## config.mk

```make
export PLATFORM = sky130hd
export DESIGN_NAME = uart_frame_check_addr_match
export DESIGN_NICKNAME = d
export VERILOG_FILES = /design/src/include/uart_fc_pkg.sv /design/src/uart_frame_check_addr_match.sv /design/src/uart_rx_frame.sv
export SDC_FILE = /design/constraint.sdc
export NUM_CORES = 1
export LEC_CHECK = 0
export ABC_CLOCK_PERIOD_IN_PS = 6800
export BUFFER_PORTS_ARGS = -buffer_cell sky130_fd_sc_hd__buf_2
export CAP_MARGIN = 20
export CORE_UTILIZATION = 25
export CTS_CLUSTER_DIAMETER = 30
export DETAILED_ROUTE_END_ITERATION = 12
export GPL_TIMING_DRIVEN = 0
export PLACE_DENSITY_LB_ADDON = 0.2
export REMOVE_ABC_BUFFERS = 1
export SKIP_LAST_GASP = 1
export SLEW_MARGIN = 20
export SYNTH_ARGS = -nofsm -noshare
export SYNTH_HDL_FRONTEND = slang
export SYNTH_SLANG_ARGS = --single-unit
```

## constraint.sdc

```tcl
create_clock -name i_clock -period 6.8 [get_ports i_clock]
set_input_delay 1.02 -clock i_clock [delete_from_list [all_inputs] [get_ports i_clock]]
set_output_delay 1.02 -clock i_clock [all_outputs]
set_load 0.02 [all_outputs]
```

## src/include/uart_fc_pkg.sv

```systemverilog
// package for the serial receive enhancement block: register map, fields, resets
// assumes a 50 MHz single clock and an AXI4-Lite register port
package uart_fc_pkg;

	// ----------------------------------------------------------------
	// register byte addresses
	// ----------------------------------------------------------------
	localparam logic [7:0] SER_CTRL_OFS  = 8'h00;   // serial_control_reg
	localparam logic [7:0] PWR_CTRL_OFS  = 8'h04;   // power_control_reg
	localparam logic [7:0] NODE_ADDR_OFS = 8'h08;   // own_node_address
	localparam logic [7:0] NODE_MASK_OFS = 8'h0C;   // node_address_mask
	localparam logic [7:0] RX_DATA_OFS   = 8'h10;   // received byte, read only
	localparam logic [7:0] IRQ_STAT_OFS  = 8'h14;   // sticky events, write one to clear
	localparam logic [7:0] IRQ_MASK_OFS  = 8'h18;   // interrupt enables
	localparam logic [7:0] BAUD_DIV_OFS  = 8'h1C;   // bit-rate divider

	// ----------------------------------------------------------------
	// field positions
	// ----------------------------------------------------------------
	localparam int SC_BIT7     = 7;   // framing_error_flag or mode_select_hi
	localparam int SC_MODE_LO  = 6;
	localparam int SC_MPE      = 5;   // multiproc_enable
	localparam int SC_RX_EN    = 4;
	localparam int SC_TX_NINTH = 3;
	localparam int SC_NINTH    = 2;   // rx_ninth_bit
	localparam int SC_TX_DONE  = 1;
	localparam int SC_RX_DONE  = 0;   // rx_done_flag
	localparam int PC_DOUBLE   = 7;
	localparam int PC_FCS      = 6;   // framing_check_select
	localparam int IS_RX_DONE  = 0;
	localparam int IS_FRAME    = 1;

	// ----------------------------------------------------------------
	// reset values and timing
	// ----------------------------------------------------------------
	localparam logic [7:0]  SER_CTRL_RST = 8'h00;
	localparam logic [7:0]  PWR_CTRL_RST = 8'h00;
	localparam logic [7:0]  ADDR_RST     = 8'h00;
	localparam logic [15:0] BAUD_DIV_RST = 16'h01B2;  // 16x oversample tick, ~7200 baud
	localparam logic [3:0]  OVS_LAST     = 4'hF;      // 16 ticks per bit
	localparam logic [3:0]  OVS_MID      = 4'h7;      // sample point
	localparam logic [1:0]  AXI_OKAY     = 2'b00;
	localparam logic [1:0]  AXI_SLVERR   = 2'b10;

	typedef enum logic [1:0] {
		MODE_SHIFT,
		MODE_UART8,
		MODE_UART9F,
		MODE_UART9V
	} ser_mode_t;

	// frame result handed from the receiver to the register file
	typedef struct packed {
		logic       done;      // one-cycle pulse, frame finished
		logic [7:0] data;
		logic       ninth;     // ninth bit or stop bit in mode 1
		logic       stop_ok;
		logic       accept;    // rx_done_flag may be raised
	} rx_result_t;

endpackage

```

## src/uart_frame_check_addr_match.sv

```systemverilog
// serial port receive enhancement: framing check and address recognition
// assumes an AXI4-Lite master on the system clock and an async serial line
// Operation
// - three asynchronous modes 1, 2, 3 besides a synchronous mode
// - transmit and receive paths work independently, each at its own rate; only the receive path is built here
// - framing check works in all async modes only while select bit set
// - an invalid stop bit sets the framing error flag
// - framing error stays until software clear or reset, good frames keep it
// - with framing check, receive done rises at the stop bit
// - address recognition active while multiprocessor enable is set
// - with recognition, receive done only for frames addressed to this node
// - mode 1: stop bit is ninth bit; needs address match and valid stop
// - in mode 0 multiprocessor enable has no effect
// - given address is own address with mask-zero bits as don't care
// - an all-ones mask requires an exact eight-bit match
// - broadcast is address OR mask, zero positions don't care
// - accept on given or broadcast match
// - control bit 7 is framing error or upper mode bit per select bit
// - modes 2 and 3 store the received ninth bit
module uart_frame_check_addr_match
	import uart_fc_pkg::*;
(
	input  wire logic        i_clock,    // system clock, 50 MHz
	input  wire logic        i_arst_n,   // async reset, active low
	input  wire logic [7:0]  i_awaddr,   // write address
	input  wire logic        i_awvalid,  // write address valid
	output logic             o_awready,  // write address ready
	input  wire logic [31:0] i_wdata,    // write data
	input  wire logic [3:0]  i_wstrb,    // write byte strobes
	input  wire logic        i_wvalid,   // write data valid
	output logic             o_wready,   // write data ready
	output logic [1:0]       o_bresp,    // write response
	output logic             o_bvalid,   // write response valid
	input  wire logic        i_bready,   // write response ready
	input  wire logic [7:0]  i_araddr,   // read address
	input  wire logic        i_arvalid,  // read address valid
	output logic             o_arready,  // read address ready
	output logic [31:0]      o_rdata,    // read data
	output logic [1:0]       o_rresp,    // read response
	output logic             o_rvalid,   // read data valid
	input  wire logic        i_rready,   // read data ready
	input  wire logic        i_rx_line,  // serial input pin
	output logic             o_irq       // interrupt, active high level
);

	// --------------------------------------------------------------
	// state
	// --------------------------------------------------------------
	logic [7:0]  ctrl_reg;        // bit 7 holds mode_select_hi
	logic        frame_err_reg;   // framing_error_flag
	logic [7:0]  pwr_reg;
	logic [7:0]  addr_reg;
	logic [7:0]  mask_reg;
	logic [7:0]  data_reg;
	logic [1:0]  istat_reg;
	logic [1:0]  imask_reg;
	logic [15:0] div_reg;
	logic [15:0] divcnt_reg;
	logic        tick_reg;
	logic [1:0]  sync_reg;

	// bus holding registers
	logic        aw_held_reg;
	logic [7:0]  aw_addr_reg;
	logic        w_held_reg;
	logic [31:0] w_data_reg;
	logic [3:0]  w_strb_reg;
	logic        bvalid_reg;
	logic [1:0]  bresp_reg;
	logic        rvalid_reg;
	logic [31:0] rdata_reg;
	logic [1:0]  rresp_reg;
	rx_result_t  rx_res;

	// --------------------------------------------------------------
	// line synchroniser and bit-rate tick
	// --------------------------------------------------------------
	always_ff @(posedge i_clock or negedge i_arst_n) begin
		if (!i_arst_n) begin
			sync_reg <= 2'b11;
		end else begin
			sync_reg <= {sync_reg[0], i_rx_line};
		end
	end

	// >= wraps at once on a smaller divider
	wire logic div_end = (divcnt_reg >= div_reg);

	// 16x tick divider
	always_ff @(posedge i_clock or negedge i_arst_n) begin
		if (!i_arst_n) begin
			divcnt_reg <= 16'h0000;
			tick_reg   <= 1'b0;
		end else begin
			tick_reg   <= div_end;
			divcnt_reg <= div_end ? 16'h0000 : divcnt_reg + 16'h0001;
		end
	end

	// --------------------------------------------------------------
	// control decode
	// --------------------------------------------------------------
	wire logic      fc_sel   = pwr_reg[PC_FCS];
	wire ser_mode_t mode     = ser_mode_t'({ctrl_reg[SC_BIT7], ctrl_reg[SC_MODE_LO]});
	wire logic      async_md = (mode != MODE_SHIFT);
	// one-cycle event pulses
	wire logic      fe_event = rx_res.done && fc_sel && async_md && !rx_res.stop_ok;
	wire logic      rd_event = rx_res.done && rx_res.accept;

	// receiver sees only the synced line
	uart_rx_frame u_rx (
		.i_clock  (i_clock),
		.i_arst_n (i_arst_n),
		.i_tick   (tick_reg),
		.i_line   (sync_reg[1]),
		.i_enable (ctrl_reg[SC_RX_EN]),
		.i_mode   (mode),
		.i_mpe    (ctrl_reg[SC_MPE]),
		.i_addr   (addr_reg),
		.i_mask   (mask_reg),
		.o_result (rx_res)
	);

	// --------------------------------------------------------------
	// write channel
	// --------------------------------------------------------------
	// a lone half is parked for its partner
	wire logic        aw_ok   = aw_held_reg || i_awvalid;
	wire logic        w_ok    = w_held_reg || i_wvalid;
	wire logic        do_wr   = aw_ok && w_ok && !bvalid_reg;
	wire logic [7:0]  wr_addr = aw_held_reg ? aw_addr_reg : i_awaddr;
	wire logic [31:0] wr_data = w_held_reg ? w_data_reg : i_wdata;
	wire logic [3:0]  wr_strb = w_held_reg ? w_strb_reg : i_wstrb;
	wire logic        wr_b0   = do_wr && wr_strb[0];
	wire logic [7:0]  wb      = wr_data[7:0];
	wire logic        wr_ctrl = wr_b0 && (wr_addr == SER_CTRL_OFS);
	wire logic        wr_pwr  = wr_b0 && (wr_addr == PWR_CTRL_OFS);
	wire logic        wr_stat = wr_b0 && (wr_addr == IRQ_STAT_OFS);
	// unmapped writes: error, no effect
	wire logic        wr_map  = (wr_addr == SER_CTRL_OFS) || (wr_addr == PWR_CTRL_OFS)
	                          || (wr_addr == NODE_ADDR_OFS) || (wr_addr == NODE_MASK_OFS)
	                          || (wr_addr == RX_DATA_OFS) || (wr_addr == IRQ_STAT_OFS)
	                          || (wr_addr == IRQ_MASK_OFS) || (wr_addr == BAUD_DIV_OFS);

	// parked half or pending answer refuses
	assign o_awready = !aw_held_reg && !bvalid_reg;
	assign o_wready  = !w_held_reg && !bvalid_reg;
	assign o_bvalid  = bvalid_reg;
	assign o_bresp   = bresp_reg;

	// hold whichever half arrived first, respond once both are in
	always_ff @(posedge i_clock or negedge i_arst_n) begin
		if (!i_arst_n) begin
			aw_held_reg <= 1'b0;
			aw_addr_reg <= 8'h00;
			w_held_reg  <= 1'b0;
			w_data_reg  <= 32'h0000_0000;
			w_strb_reg  <= 4'h0;
			bvalid_reg  <= 1'b0;
			bresp_reg   <= AXI_OKAY;
		end else begin
			if (do_wr) begin
				aw_held_reg <= 1'b0;
				w_held_reg  <= 1'b0;
				bvalid_reg  <= 1'b1;
				bresp_reg   <= wr_map ? AXI_OKAY : AXI_SLVERR;
			end else begin
				if (i_awvalid && o_awready) begin
					aw_held_reg <= 1'b1;
					aw_addr_reg <= i_awaddr;
				end
				if (i_wvalid && o_wready) begin
					w_held_reg <= 1'b1;
					w_data_reg <= i_wdata;
					w_strb_reg <= i_wstrb;
				end
				if (bvalid_reg && i_bready) begin
					bvalid_reg <= 1'b0;
				end
			end
		end
	end

	// --------------------------------------------------------------
	// registers software writes
	// --------------------------------------------------------------
	always_ff @(posedge i_clock or negedge i_arst_n) begin
		if (!i_arst_n) begin
			pwr_reg   <= PWR_CTRL_RST;
			addr_reg  <= ADDR_RST;
			mask_reg  <= ADDR_RST;
			imask_reg <= 2'b00;
			div_reg   <= BAUD_DIV_RST;
		end else begin
			if (wr_pwr) begin
				pwr_reg <= wb;
			end
			if (wr_b0 && (wr_addr == NODE_ADDR_OFS)) begin
				addr_reg <= wb;
			end
			if (wr_b0 && (wr_addr == NODE_MASK_OFS)) begin
				mask_reg <= wb;
			end
			if (wr_b0 && (wr_addr == IRQ_MASK_OFS)) begin
				imask_reg <= wb[1:0];
			end
			// divider bytes by their own strobes
			if (do_wr && (wr_addr == BAUD_DIV_OFS)) begin
				if (wr_strb[0]) div_reg[7:0]  <= wb;
				if (wr_strb[1]) div_reg[15:8] <= wr_data[15:8];
			end
		end
	end

	// bit 7 write goes to error flag or mode bit by select
	wire logic ctrl7_mode = wr_ctrl && !fc_sel;
	wire logic fe_clear   = wr_ctrl && fc_sel && !wb[SC_BIT7];

	// control register with hardware-set flags, set wins over clear
	always_ff @(posedge i_clock or negedge i_arst_n) begin
		if (!i_arst_n) begin
			ctrl_reg      <= SER_CTRL_RST;
			frame_err_reg <= 1'b0;
			data_reg      <= 8'h00;
		end else begin
			if (wr_ctrl) begin
				ctrl_reg[6:0] <= wb[6:0];
			end
			if (ctrl7_mode) begin
				ctrl_reg[SC_BIT7] <= wb[SC_BIT7];
			end
			if (fe_event) begin
				frame_err_reg <= 1'b1;
			end else if (fe_clear) begin
				frame_err_reg <= 1'b0;
			end
			if (rd_event) begin
				ctrl_reg[SC_RX_DONE] <= 1'b1;
				data_reg             <= rx_res.data;
				if (mode == MODE_UART9F || mode == MODE_UART9V) begin
					ctrl_reg[SC_NINTH] <= rx_res.ninth;
				end
			end
		end
	end

	// sticky interrupt status, write one to clear, set wins
	always_ff @(posedge i_clock or negedge i_arst_n) begin
		if (!i_arst_n) begin
			istat_reg <= 2'b00;
		end else begin
			istat_reg <= (istat_reg & ~(wr_stat ? wb[1:0] : 2'b00))
			           | {fe_event, rd_event};
		end
	end

	// level while an enabled event waits
	assign o_irq = |(istat_reg & imask_reg);

	// --------------------------------------------------------------
	// read channel
	// --------------------------------------------------------------
	// bit 7: error flag or mode bit
	wire logic [7:0] ctrl_view = {fc_sel ? frame_err_reg : ctrl_reg[SC_BIT7],
	                              ctrl_reg[6:0]};
	wire logic       rd_map    = (i_araddr == SER_CTRL_OFS) || (i_araddr == PWR_CTRL_OFS)
	                          || (i_araddr == NODE_ADDR_OFS) || (i_araddr == NODE_MASK_OFS)
	                          || (i_araddr == RX_DATA_OFS) || (i_araddr == IRQ_STAT_OFS)
	                          || (i_araddr == IRQ_MASK_OFS) || (i_araddr == BAUD_DIV_OFS);
	// upper bits read as zero
	wire logic [31:0] rd_mux =
		(i_araddr == SER_CTRL_OFS)  ? {24'h000000, ctrl_view} :
		(i_araddr == PWR_CTRL_OFS)  ? {24'h000000, pwr_reg} :
		(i_araddr == NODE_ADDR_OFS) ? {24'h000000, addr_reg} :
		(i_araddr == NODE_MASK_OFS) ? {24'h000000, mask_reg} :
		(i_araddr == RX_DATA_OFS)   ? {24'h000000, data_reg} :
		(i_araddr == IRQ_STAT_OFS)  ? {30'h00000000, istat_reg} :
		(i_araddr == IRQ_MASK_OFS)  ? {30'h00000000, imask_reg} :
		(i_araddr == BAUD_DIV_OFS)  ? {16'h0000, div_reg} : 32'h0000_0000;

	// one read in flight at a time
	assign o_arready = !rvalid_reg;
	assign o_rvalid  = rvalid_reg;
	assign o_rdata   = rdata_reg;
	assign o_rresp   = rresp_reg;

	// read answer one cycle after the address is taken
	always_ff @(posedge i_clock or negedge i_arst_n) begin
		if (!i_arst_n) begin
			rvalid_reg <= 1'b0;
			rdata_reg  <= 32'h0000_0000;
			rresp_reg  <= AXI_OKAY;
		end else if (i_arvalid && !rvalid_reg) begin
			rvalid_reg <= 1'b1;
			rdata_reg  <= rd_mux;
			rresp_reg  <= rd_map ? AXI_OKAY : AXI_SLVERR;
		end else if (rvalid_reg && i_rready) begin
			rvalid_reg <= 1'b0;
		end
	end

endmodule

```

## src/uart_rx_frame.sv

```systemverilog
// asynchronous receiver with stop-bit check and address filter
// assumes a synchronised line input and a 16x tick enable from the parent
module uart_rx_frame
	import uart_fc_pkg::*;
(
	input  wire logic       i_clock,     // system clock
	input  wire logic       i_arst_n,    // async reset, active low
	input  wire logic       i_tick,      // 16x oversample enable
	input  wire logic       i_line,      // synchronised serial input
	input  wire logic       i_enable,    // reception enabled
	input  wire ser_mode_t  i_mode,      // operating mode
	input  wire logic       i_mpe,       // multiproc_enable
	input  wire logic [7:0] i_addr,      // own_node_address
	input  wire logic [7:0] i_mask,      // node_address_mask
	output rx_result_t      o_result     // frame result
);

	typedef enum logic [1:0] {ST_IDLE, ST_START, ST_DATA, ST_STOP} rx_state_t;

	rx_state_t  state_reg;
	logic [3:0] ovs_reg;
	logic [3:0] bit_reg;
	logic [8:0] shift_reg;
	rx_result_t result_reg;
	logic       line_prev_reg;  // line one cycle ago

	// --------------------------------------------------------------
	// address compare
	// --------------------------------------------------------------
	wire logic       nine_bit   = (i_mode == MODE_UART9F) || (i_mode == MODE_UART9V);
	wire logic [3:0] last_bit   = nine_bit ? 4'h8 : 4'h7;
	wire logic       filter_on  = i_mpe && (i_mode != MODE_SHIFT);
	wire logic [7:0] rx_byte    = shift_reg[7:0];
	wire logic [7:0] bcast      = i_addr | i_mask;
	wire logic       given_hit  = ((rx_byte ^ i_addr) & i_mask) == 8'h00;
	wire logic       bcast_hit  = (rx_byte & bcast) == bcast;
	wire logic       addr_hit   = given_hit || bcast_hit;
	wire logic       sample     = i_tick && (ovs_reg == OVS_MID);
	wire logic       stop_valid = i_line;
	// mode 1 uses the stop bit as ninth bit; modes 2/3 use the received one
	wire logic       addr_frame = nine_bit ? shift_reg[8] : stop_valid;
	wire logic       accept     = !filter_on || (addr_frame && addr_hit
	                              && (nine_bit || stop_valid));

	// --------------------------------------------------------------
	// receive sequencer: idle, start, data and stop states
	// --------------------------------------------------------------
	always_ff @(posedge i_clock or negedge i_arst_n) begin
		if (!i_arst_n) begin
			state_reg  <= ST_IDLE;
			ovs_reg    <= 4'h0;
			bit_reg    <= 4'h0;
			shift_reg  <= 9'h000;
			result_reg <= '0;
			line_prev_reg <= 1'b1;
		end else begin
			line_prev_reg <= i_line;
			result_reg.done <= 1'b0;
			if (i_tick) begin
				ovs_reg <= ovs_reg + 4'h1;
			end
			unique case (state_reg)
				ST_IDLE: begin
					ovs_reg <= 4'h0;
					// falling edge only: a low stop bit cannot restart
					if (i_enable && line_prev_reg && !i_line && (i_mode != MODE_SHIFT)) begin
						state_reg <= ST_START;
					end
				end
				ST_START: begin
					if (sample) begin
						state_reg <= i_line ? ST_IDLE : ST_DATA;
						bit_reg   <= 4'h0;
					end
				end
				ST_DATA: begin
					if (sample) begin
						shift_reg <= nine_bit ? {i_line, shift_reg[8:1]}
						                      : {1'b0, i_line, shift_reg[7:1]};
						bit_reg   <= bit_reg + 4'h1;
						if (bit_reg == last_bit) begin
							state_reg <= ST_STOP;
						end
					end
				end
				ST_STOP: begin
					// result posted at the stop bit sample point
					if (sample) begin
						state_reg          <= ST_IDLE;
						result_reg.done    <= 1'b1;
						result_reg.data    <= rx_byte;
						result_reg.ninth   <= nine_bit ? shift_reg[8] : stop_valid;
						result_reg.stop_ok <= stop_valid;
						result_reg.accept  <= accept;
					end
				end
			endcase
		end
	end

	assign o_result = result_reg;

endmodule

```

-- Yosys cells after proc, flatten, opt, wreduce, memory -nomap -nowiden
Index checks and enable logic that the tools add are counted.
- reductions and logical operators: 82
- add/sub/neg operators: 3
- magnitude comparators: 1
- eq/ne operators: 27
- multiplexer cells: 47
- bitwise operators: 9
- operators with widths (kind ; count):
    $mux 16 ; 10
    $eq 8x5->1 const B ; 8
    $eq 8x4->1 const B ; 4
    $logic_and 1x1->1 ; 31
    $logic_not 8->1 ; 3
    $mux 12 ; 2
    $logic_or 1x1->1 ; 20
    $mux 2 ; 10
    $mux 4 ; 5
    $reduce_bool 2->1 ; 9
    $add 16x1->16 const B ; 1
    $and 8x8->8 ; 2
    $eq 8x3->1 const B ; 2
    $ge 16x16->1 ; 1
    $mux 1 ; 15
    $reduce_and 2->1 ; 6
    $ne 2x1->1 const B ; 5
    $logic_not 1->1 ; 9
    $mux 9 ; 1
    $add 4x1->4 const B ; 2
    $eq 2x2->1 const B ; 4
    $eq 8x8->1 ; 1
    $mux 8 ; 1
    $or 8x8->8 ; 1
    other kinds (15) ; 16
- bits in registers: 178
- output and inout bits: 42
- word-level logic and storage cells: 205
- input bits: 60

-- Logic depth before layout (Yosys ltp)
- word-level depth: 10
- gate-level depth with buffers: 9
- depth with buffers taken out: 7

-- Hierarchy
A second synthesis with hierarchy kept.
- cell total of the unflattened synthesis: 663
- area, all modules: 7898.8 sq um
- by module, submodules not included (module ; cells an instance ; area an instance (sq um) ; instances ; sequential area each (sq um)):
    uart_frame_check_addr_match ; 519 ; 6286.0 ; 1 ; 3211.8
    uart_rx_frame ; 144 ; 1612.8 ; 1 ; 802.0

-- Worst setup path after synthesis
OpenSTA, ideal clock, no wires.
- path kind: input port to flip-flop
- start: input i_awaddr[5]
- end: register pwr_reg[0]
- stages: 5
- path buffers: 0
- setup slack: 4155 ps
- library setup time: 125 ps
- required time: 6675 ps
- arrival time: 2520 ps
- path through: nor4_4 > o221ai_2 > or3_4 > nor3_4 > mux2_2
- word-level cells in the longest chain between the ends: 3
- ends and longest elaborated chain (item ; RTL line ; text):
    start: declaration ; uart_frame_check_addr_match.sv:25 ; input wire logic [7:0] i_awaddr,
    $mux 8 ; uart_frame_check_addr_match.sv:131 ; wire logic [7:0] wr_addr = aw_held_reg ? aw_addr_reg : i_awaddr;
    $eq 8x3->1 ; uart_frame_check_addr_match.sv:137 ; wire logic wr_pwr = wr_b0 && (wr_addr == PWR_CTRL_OFS);
    $logic_and 1x1->1 ; uart_frame_check_addr_match.sv:137 ;
    end signal: assignment ; uart_frame_check_addr_match.sv:196 ; pwr_reg <= wb;
    end: declaration ; uart_frame_check_addr_match.sv:51 ; logic [7:0] pwr_reg;
No other way between the ends.
A chain may end at the register's enable or synchronous reset.

-- Final worst setup path
- start: register aw_held_reg
- end: register mask_reg[1]
- word-level cells in the longest chain between the ends: 5
- elaborated cells on any way between the ends: 7
- those cells by class: 1 x eq/ne; 1 x mux; 5 x reduce/logical
- ends and longest elaborated chain (item ; RTL line ; text):
    start: declaration ; uart_frame_check_addr_match.sv:63 ; logic aw_held_reg;
    start signal: assignment ; uart_frame_check_addr_match.sv:154 ; aw_held_reg <= 1'b0;
    start signal: assignment ; uart_frame_check_addr_match.sv:163 ; aw_held_reg <= 1'b0;
    start signal: assignment ; uart_frame_check_addr_match.sv:169 ; aw_held_reg <= 1'b1;
    parallel branches: the longest is 4 deep, another holds $mux 8 ; n/a ;
    $logic_and 1x1->1 (*) ; uart_frame_check_addr_match.sv:201 ; if (wr_b0 && (wr_addr == NODE_MASK_OFS)) begin
    end signal: assignment ; uart_frame_check_addr_match.sv:202 ; mask_reg <= wb;
    end: declaration ; uart_frame_check_addr_match.sv:53 ; logic [7:0] mask_reg;
Every way passes the cells marked *.

==> metrics.md <==
| Metric | Value |
|---|---|
| Outcome | `finished, violations left` |
| Failing checks | `DRC` |
| Total gr overflow | `0` |
| Fmax | `354 MHz` |
| Vias in the first global route | `5257` |
| Pre-Repair DR Iteration Count | `9` |
| Wire per inst | `17.0 µm` |
| CP required | `7.11 ns` |
| GPL Wtd Cong | `0.747` |
| Worst-margin pin slew | `0.826 ns` |
| Clk buf depth | `2` |
| RSZ-0062 raised after global routing | `false` |
| Fraction of layout cells with a size suffix above 1 | `31.0%` |
| Number of synthesized flops with an enable pin | `0` |
| Met3 WL | `504 µm` |
| Synth cell types | `66` |
| Reg clk slew, reported paths | `0.06 ns` |
| Die Ht | `179 µm` |
| Layout Skew | `0.00974 ns` |
| Core Footprint | `0.0307 mm²` |
| CTS Buf Count | `17` |
| Nets@finish | `798` |
| M1 WL | `8990 µm` |
| CTS tree | `built` |
| Crit path max-delay cell type | `dfrtp_1` |
| Main synth FF type | `dfrtp_1` |
| GRT Total Usage | `12.8%` |
| Largest net degree at the start of global routing | `91` |
| Synthesis warning total | `0` |
| Ant. Diodes | `0` |
| Antenna Nets Post-Route | `0` |
| Net Switching | `748 µW` |
| Crit-path cells | `nor4b_2 -> o221ai_2 -> or3_4 -> nand2b_1 -> mux2_4` |
| Final Cycle Share | `41.5%` |
| Area grow syn2layout | `17.1%` |
| Syn Area/Cell | `12.0 µm²` |
| Final hold vios | `0` |
| Relative slew slack | `44.5%` |
| Setup TNS | `0 ns` |
| Post-cts resize count | `0` |
| Clock Latency Late Sink | `0.43 ns` |
| Sequential fraction of the synthesis area | `51.1%` |
| Setup Crit Path Kind | `register to register` |
| Worst path max stage delay | `0.74 ns` |
| Starting density of the core | `25.5%` |
| Maxcap violations | `0` |
| CTS Sinks | `160` |
| First-pass GRT wire length | `30700 µm` |
| Vias | `5158` |
| Pwr/cell area | `288 mW/mm²` |
| Hold_buf cts | `0` |
| VDD IR-drop max | `185 µV` |
| Worst-path fanout max | `19` |
| Pint | `1900 µW` |
| Die width | `179 µm` |
| Clock root buffer | `clkbuf_16` |
| Synthesis-stage register bit count | `160` |
| Combinational cell fraction of total power | `17.0%` |
| I/O Buffers | `65` |
| Share of flip-flops with an asynchronous set or reset | `100%` |
| CP startpoint kind | `register` |
| Boundary Pins | `102` |
| Max Slew Vio Count | `0` |
| Met2 wire length | `9440 µm` |
| Sequential power share | `44.8%` |
| FP Rows | `64` |
| Post-route DRC violation count | `21` |
| Mapped Area | `0.00785 mm²` |
| Post-CTS setup buffers | `0` |
| Routed WL | `19200 µm` |
| Sw Share | `28.2%` |
| DR iter-0 viols | `251` |
| Initial antenna violation count | `0` |
| Arrival @ worst endpoint | `3.13 ns` |
| DP Wirelength | `13600 µm` |
| H-tree levels | `4` |
| Worst hold slack | `0.355 ns` |
| Leak pwr | `0.00432 µW` |
| Avg Vias per Cell | `4.57` |
| Count of mapped cells out of synthesis | `655` |
| Final setup vio count | `0` |
| Setup crit end kind | `register` |
| Top sig layer | `met4` |
| Hold Crit Class | `register to register` |
| Period minus WS final | `2.83 ns` |
| Die area | `0.0321 mm²` |
| Clock share of power | `38.3%` |
cell usage in the layout, fill, tap and decap left out, types with 4 or more instances in the layout:
cell type    n
nor2_1      48
o21ai_0     28
o211ai_1     4
mux2i_1     25
mux2_2      95
a21oi_1     19
dfstp_2      8
mux4_2       6
nor2b_1      4
xor2_1      17
ha_1        19
nand3_1     11
dfrtp_1    151
xnor2_1      7
nand2_1     35
nand4_1      7
mux2_4       8
a22o_1      12
a22oi_1     10
clkbuf_8     4
and3_1       4
clkbuf_16   17
buf_2       64
nor3_1       8
inv_1       25
conb_1      18
a21o_1       4
o22ai_1      4
nand3b_1     4
path summary, 6_finish.rpt:
check | start | endpoint | cells past startpoint | slack (ns)
hold reg to reg | sync_reg[0] | sync_reg[1] | 0 | 0.35
setup reg to reg | aw_held_reg | mask_reg[1] | 5 | 3.97
min in group asynchronous | i_arst_n | w_data_reg[14] | 1 | 0.55
hold / removal | sync_reg[0] | sync_reg[1] | 0 | 0.35
setup / recovery | aw_held_reg | mask_reg[1] | 5 | 3.97
max in group asynchronous | i_arst_n | o_rdata[3] | 2 | 5.37
final cells by class:
cell class	instances	area (µm²)
clock buffer	24	492
inverter	25	93.8
fill	3178	21600
multi-input combinational	447	3580
timing repair buffer	68	389
tap	396	495
sequential	160	4020
clock inverter	8	128
critical path, delay by kind of cell, from the launching register on:
kind | cells | cell delay (ns)
multiplexers | 1 | 0.43
AND/OR/NAND/NOR | 3 | 1.29
AO/OA/AOI/OAI | 1 | 0.24
flip-flops | 1 | 0.74
synth_stat cells (all sizes together) (6+ instances only):
cell type / count / share of area (%)
nand3: 11 / 0.70
a21oi: 19 / 1.2
a22o: 12 / 1.3
clkbuf: 17 / 0.81
nand4: 7 / 0.56
xnor2: 7 / 0.78
dfstp: 8 / 2.7
mux2i: 25 / 3.2
xor2: 17 / 1.9
inv: 25 / 1.2
a22oi: 10 / 0.96
mux2: 103 / 15
buf: 23 / 2.2
dfrtp: 152 / 48
o21ai: 28 / 1.8
nor2: 49 / 2.4
nor3: 9 / 0.72
ha: 19 / 3.0
nand2: 35 / 1.7
mux4: 6 / 1.7
power groups by stage:
stage	clock network [µW]	logic [µW]	registers, µW
finish	1010	449	1190
global route	1090	497	1210
CTS	1040	457	1190
detailed placement	0	456	1210
global placement	0	451	1200
floorplan	0	309	1170
metrics by stage:
step / cell area (µm²) / util (%) / worst slack, ns / cells / power, µW
detailed placement: 8560 / 27.8 / 3.64 / 1095 / 1660
finish: 9200 / 29.9 / 3.97 / 1128 / 2650
floorplan: 7680 / - / 4.06 / 632 / 1480
global placement: 8500 / 27.7 / 1.96 / 1093 / 1650
CTS: 9180 / 29.9 / 3.95 / 1127 / 2690
global route: 9200 / 29.9 / 3.80 / 1128 / 2790
metal layers:
metal / track usage (%) / vias to the layer above
met1: 16.6 / 2607
met2: 21.5 / 77
li1: - / 2455
met4: 4.03 / 0
met5: 0 / -
met3: 2.31 / 19
kinds of logic after synthesis:
family,synth area share (%)
xor gates and xnor gates,2.68
and+or+nand+nor,9.85
AOI/OAI and AO/OA,9.05
buffers and inverters,4.19
other,0.0477
muxes,20.1
adders and majority gates,3.03
DFF,51.1
Note: power is estimated with default switching activity, not from simulation.
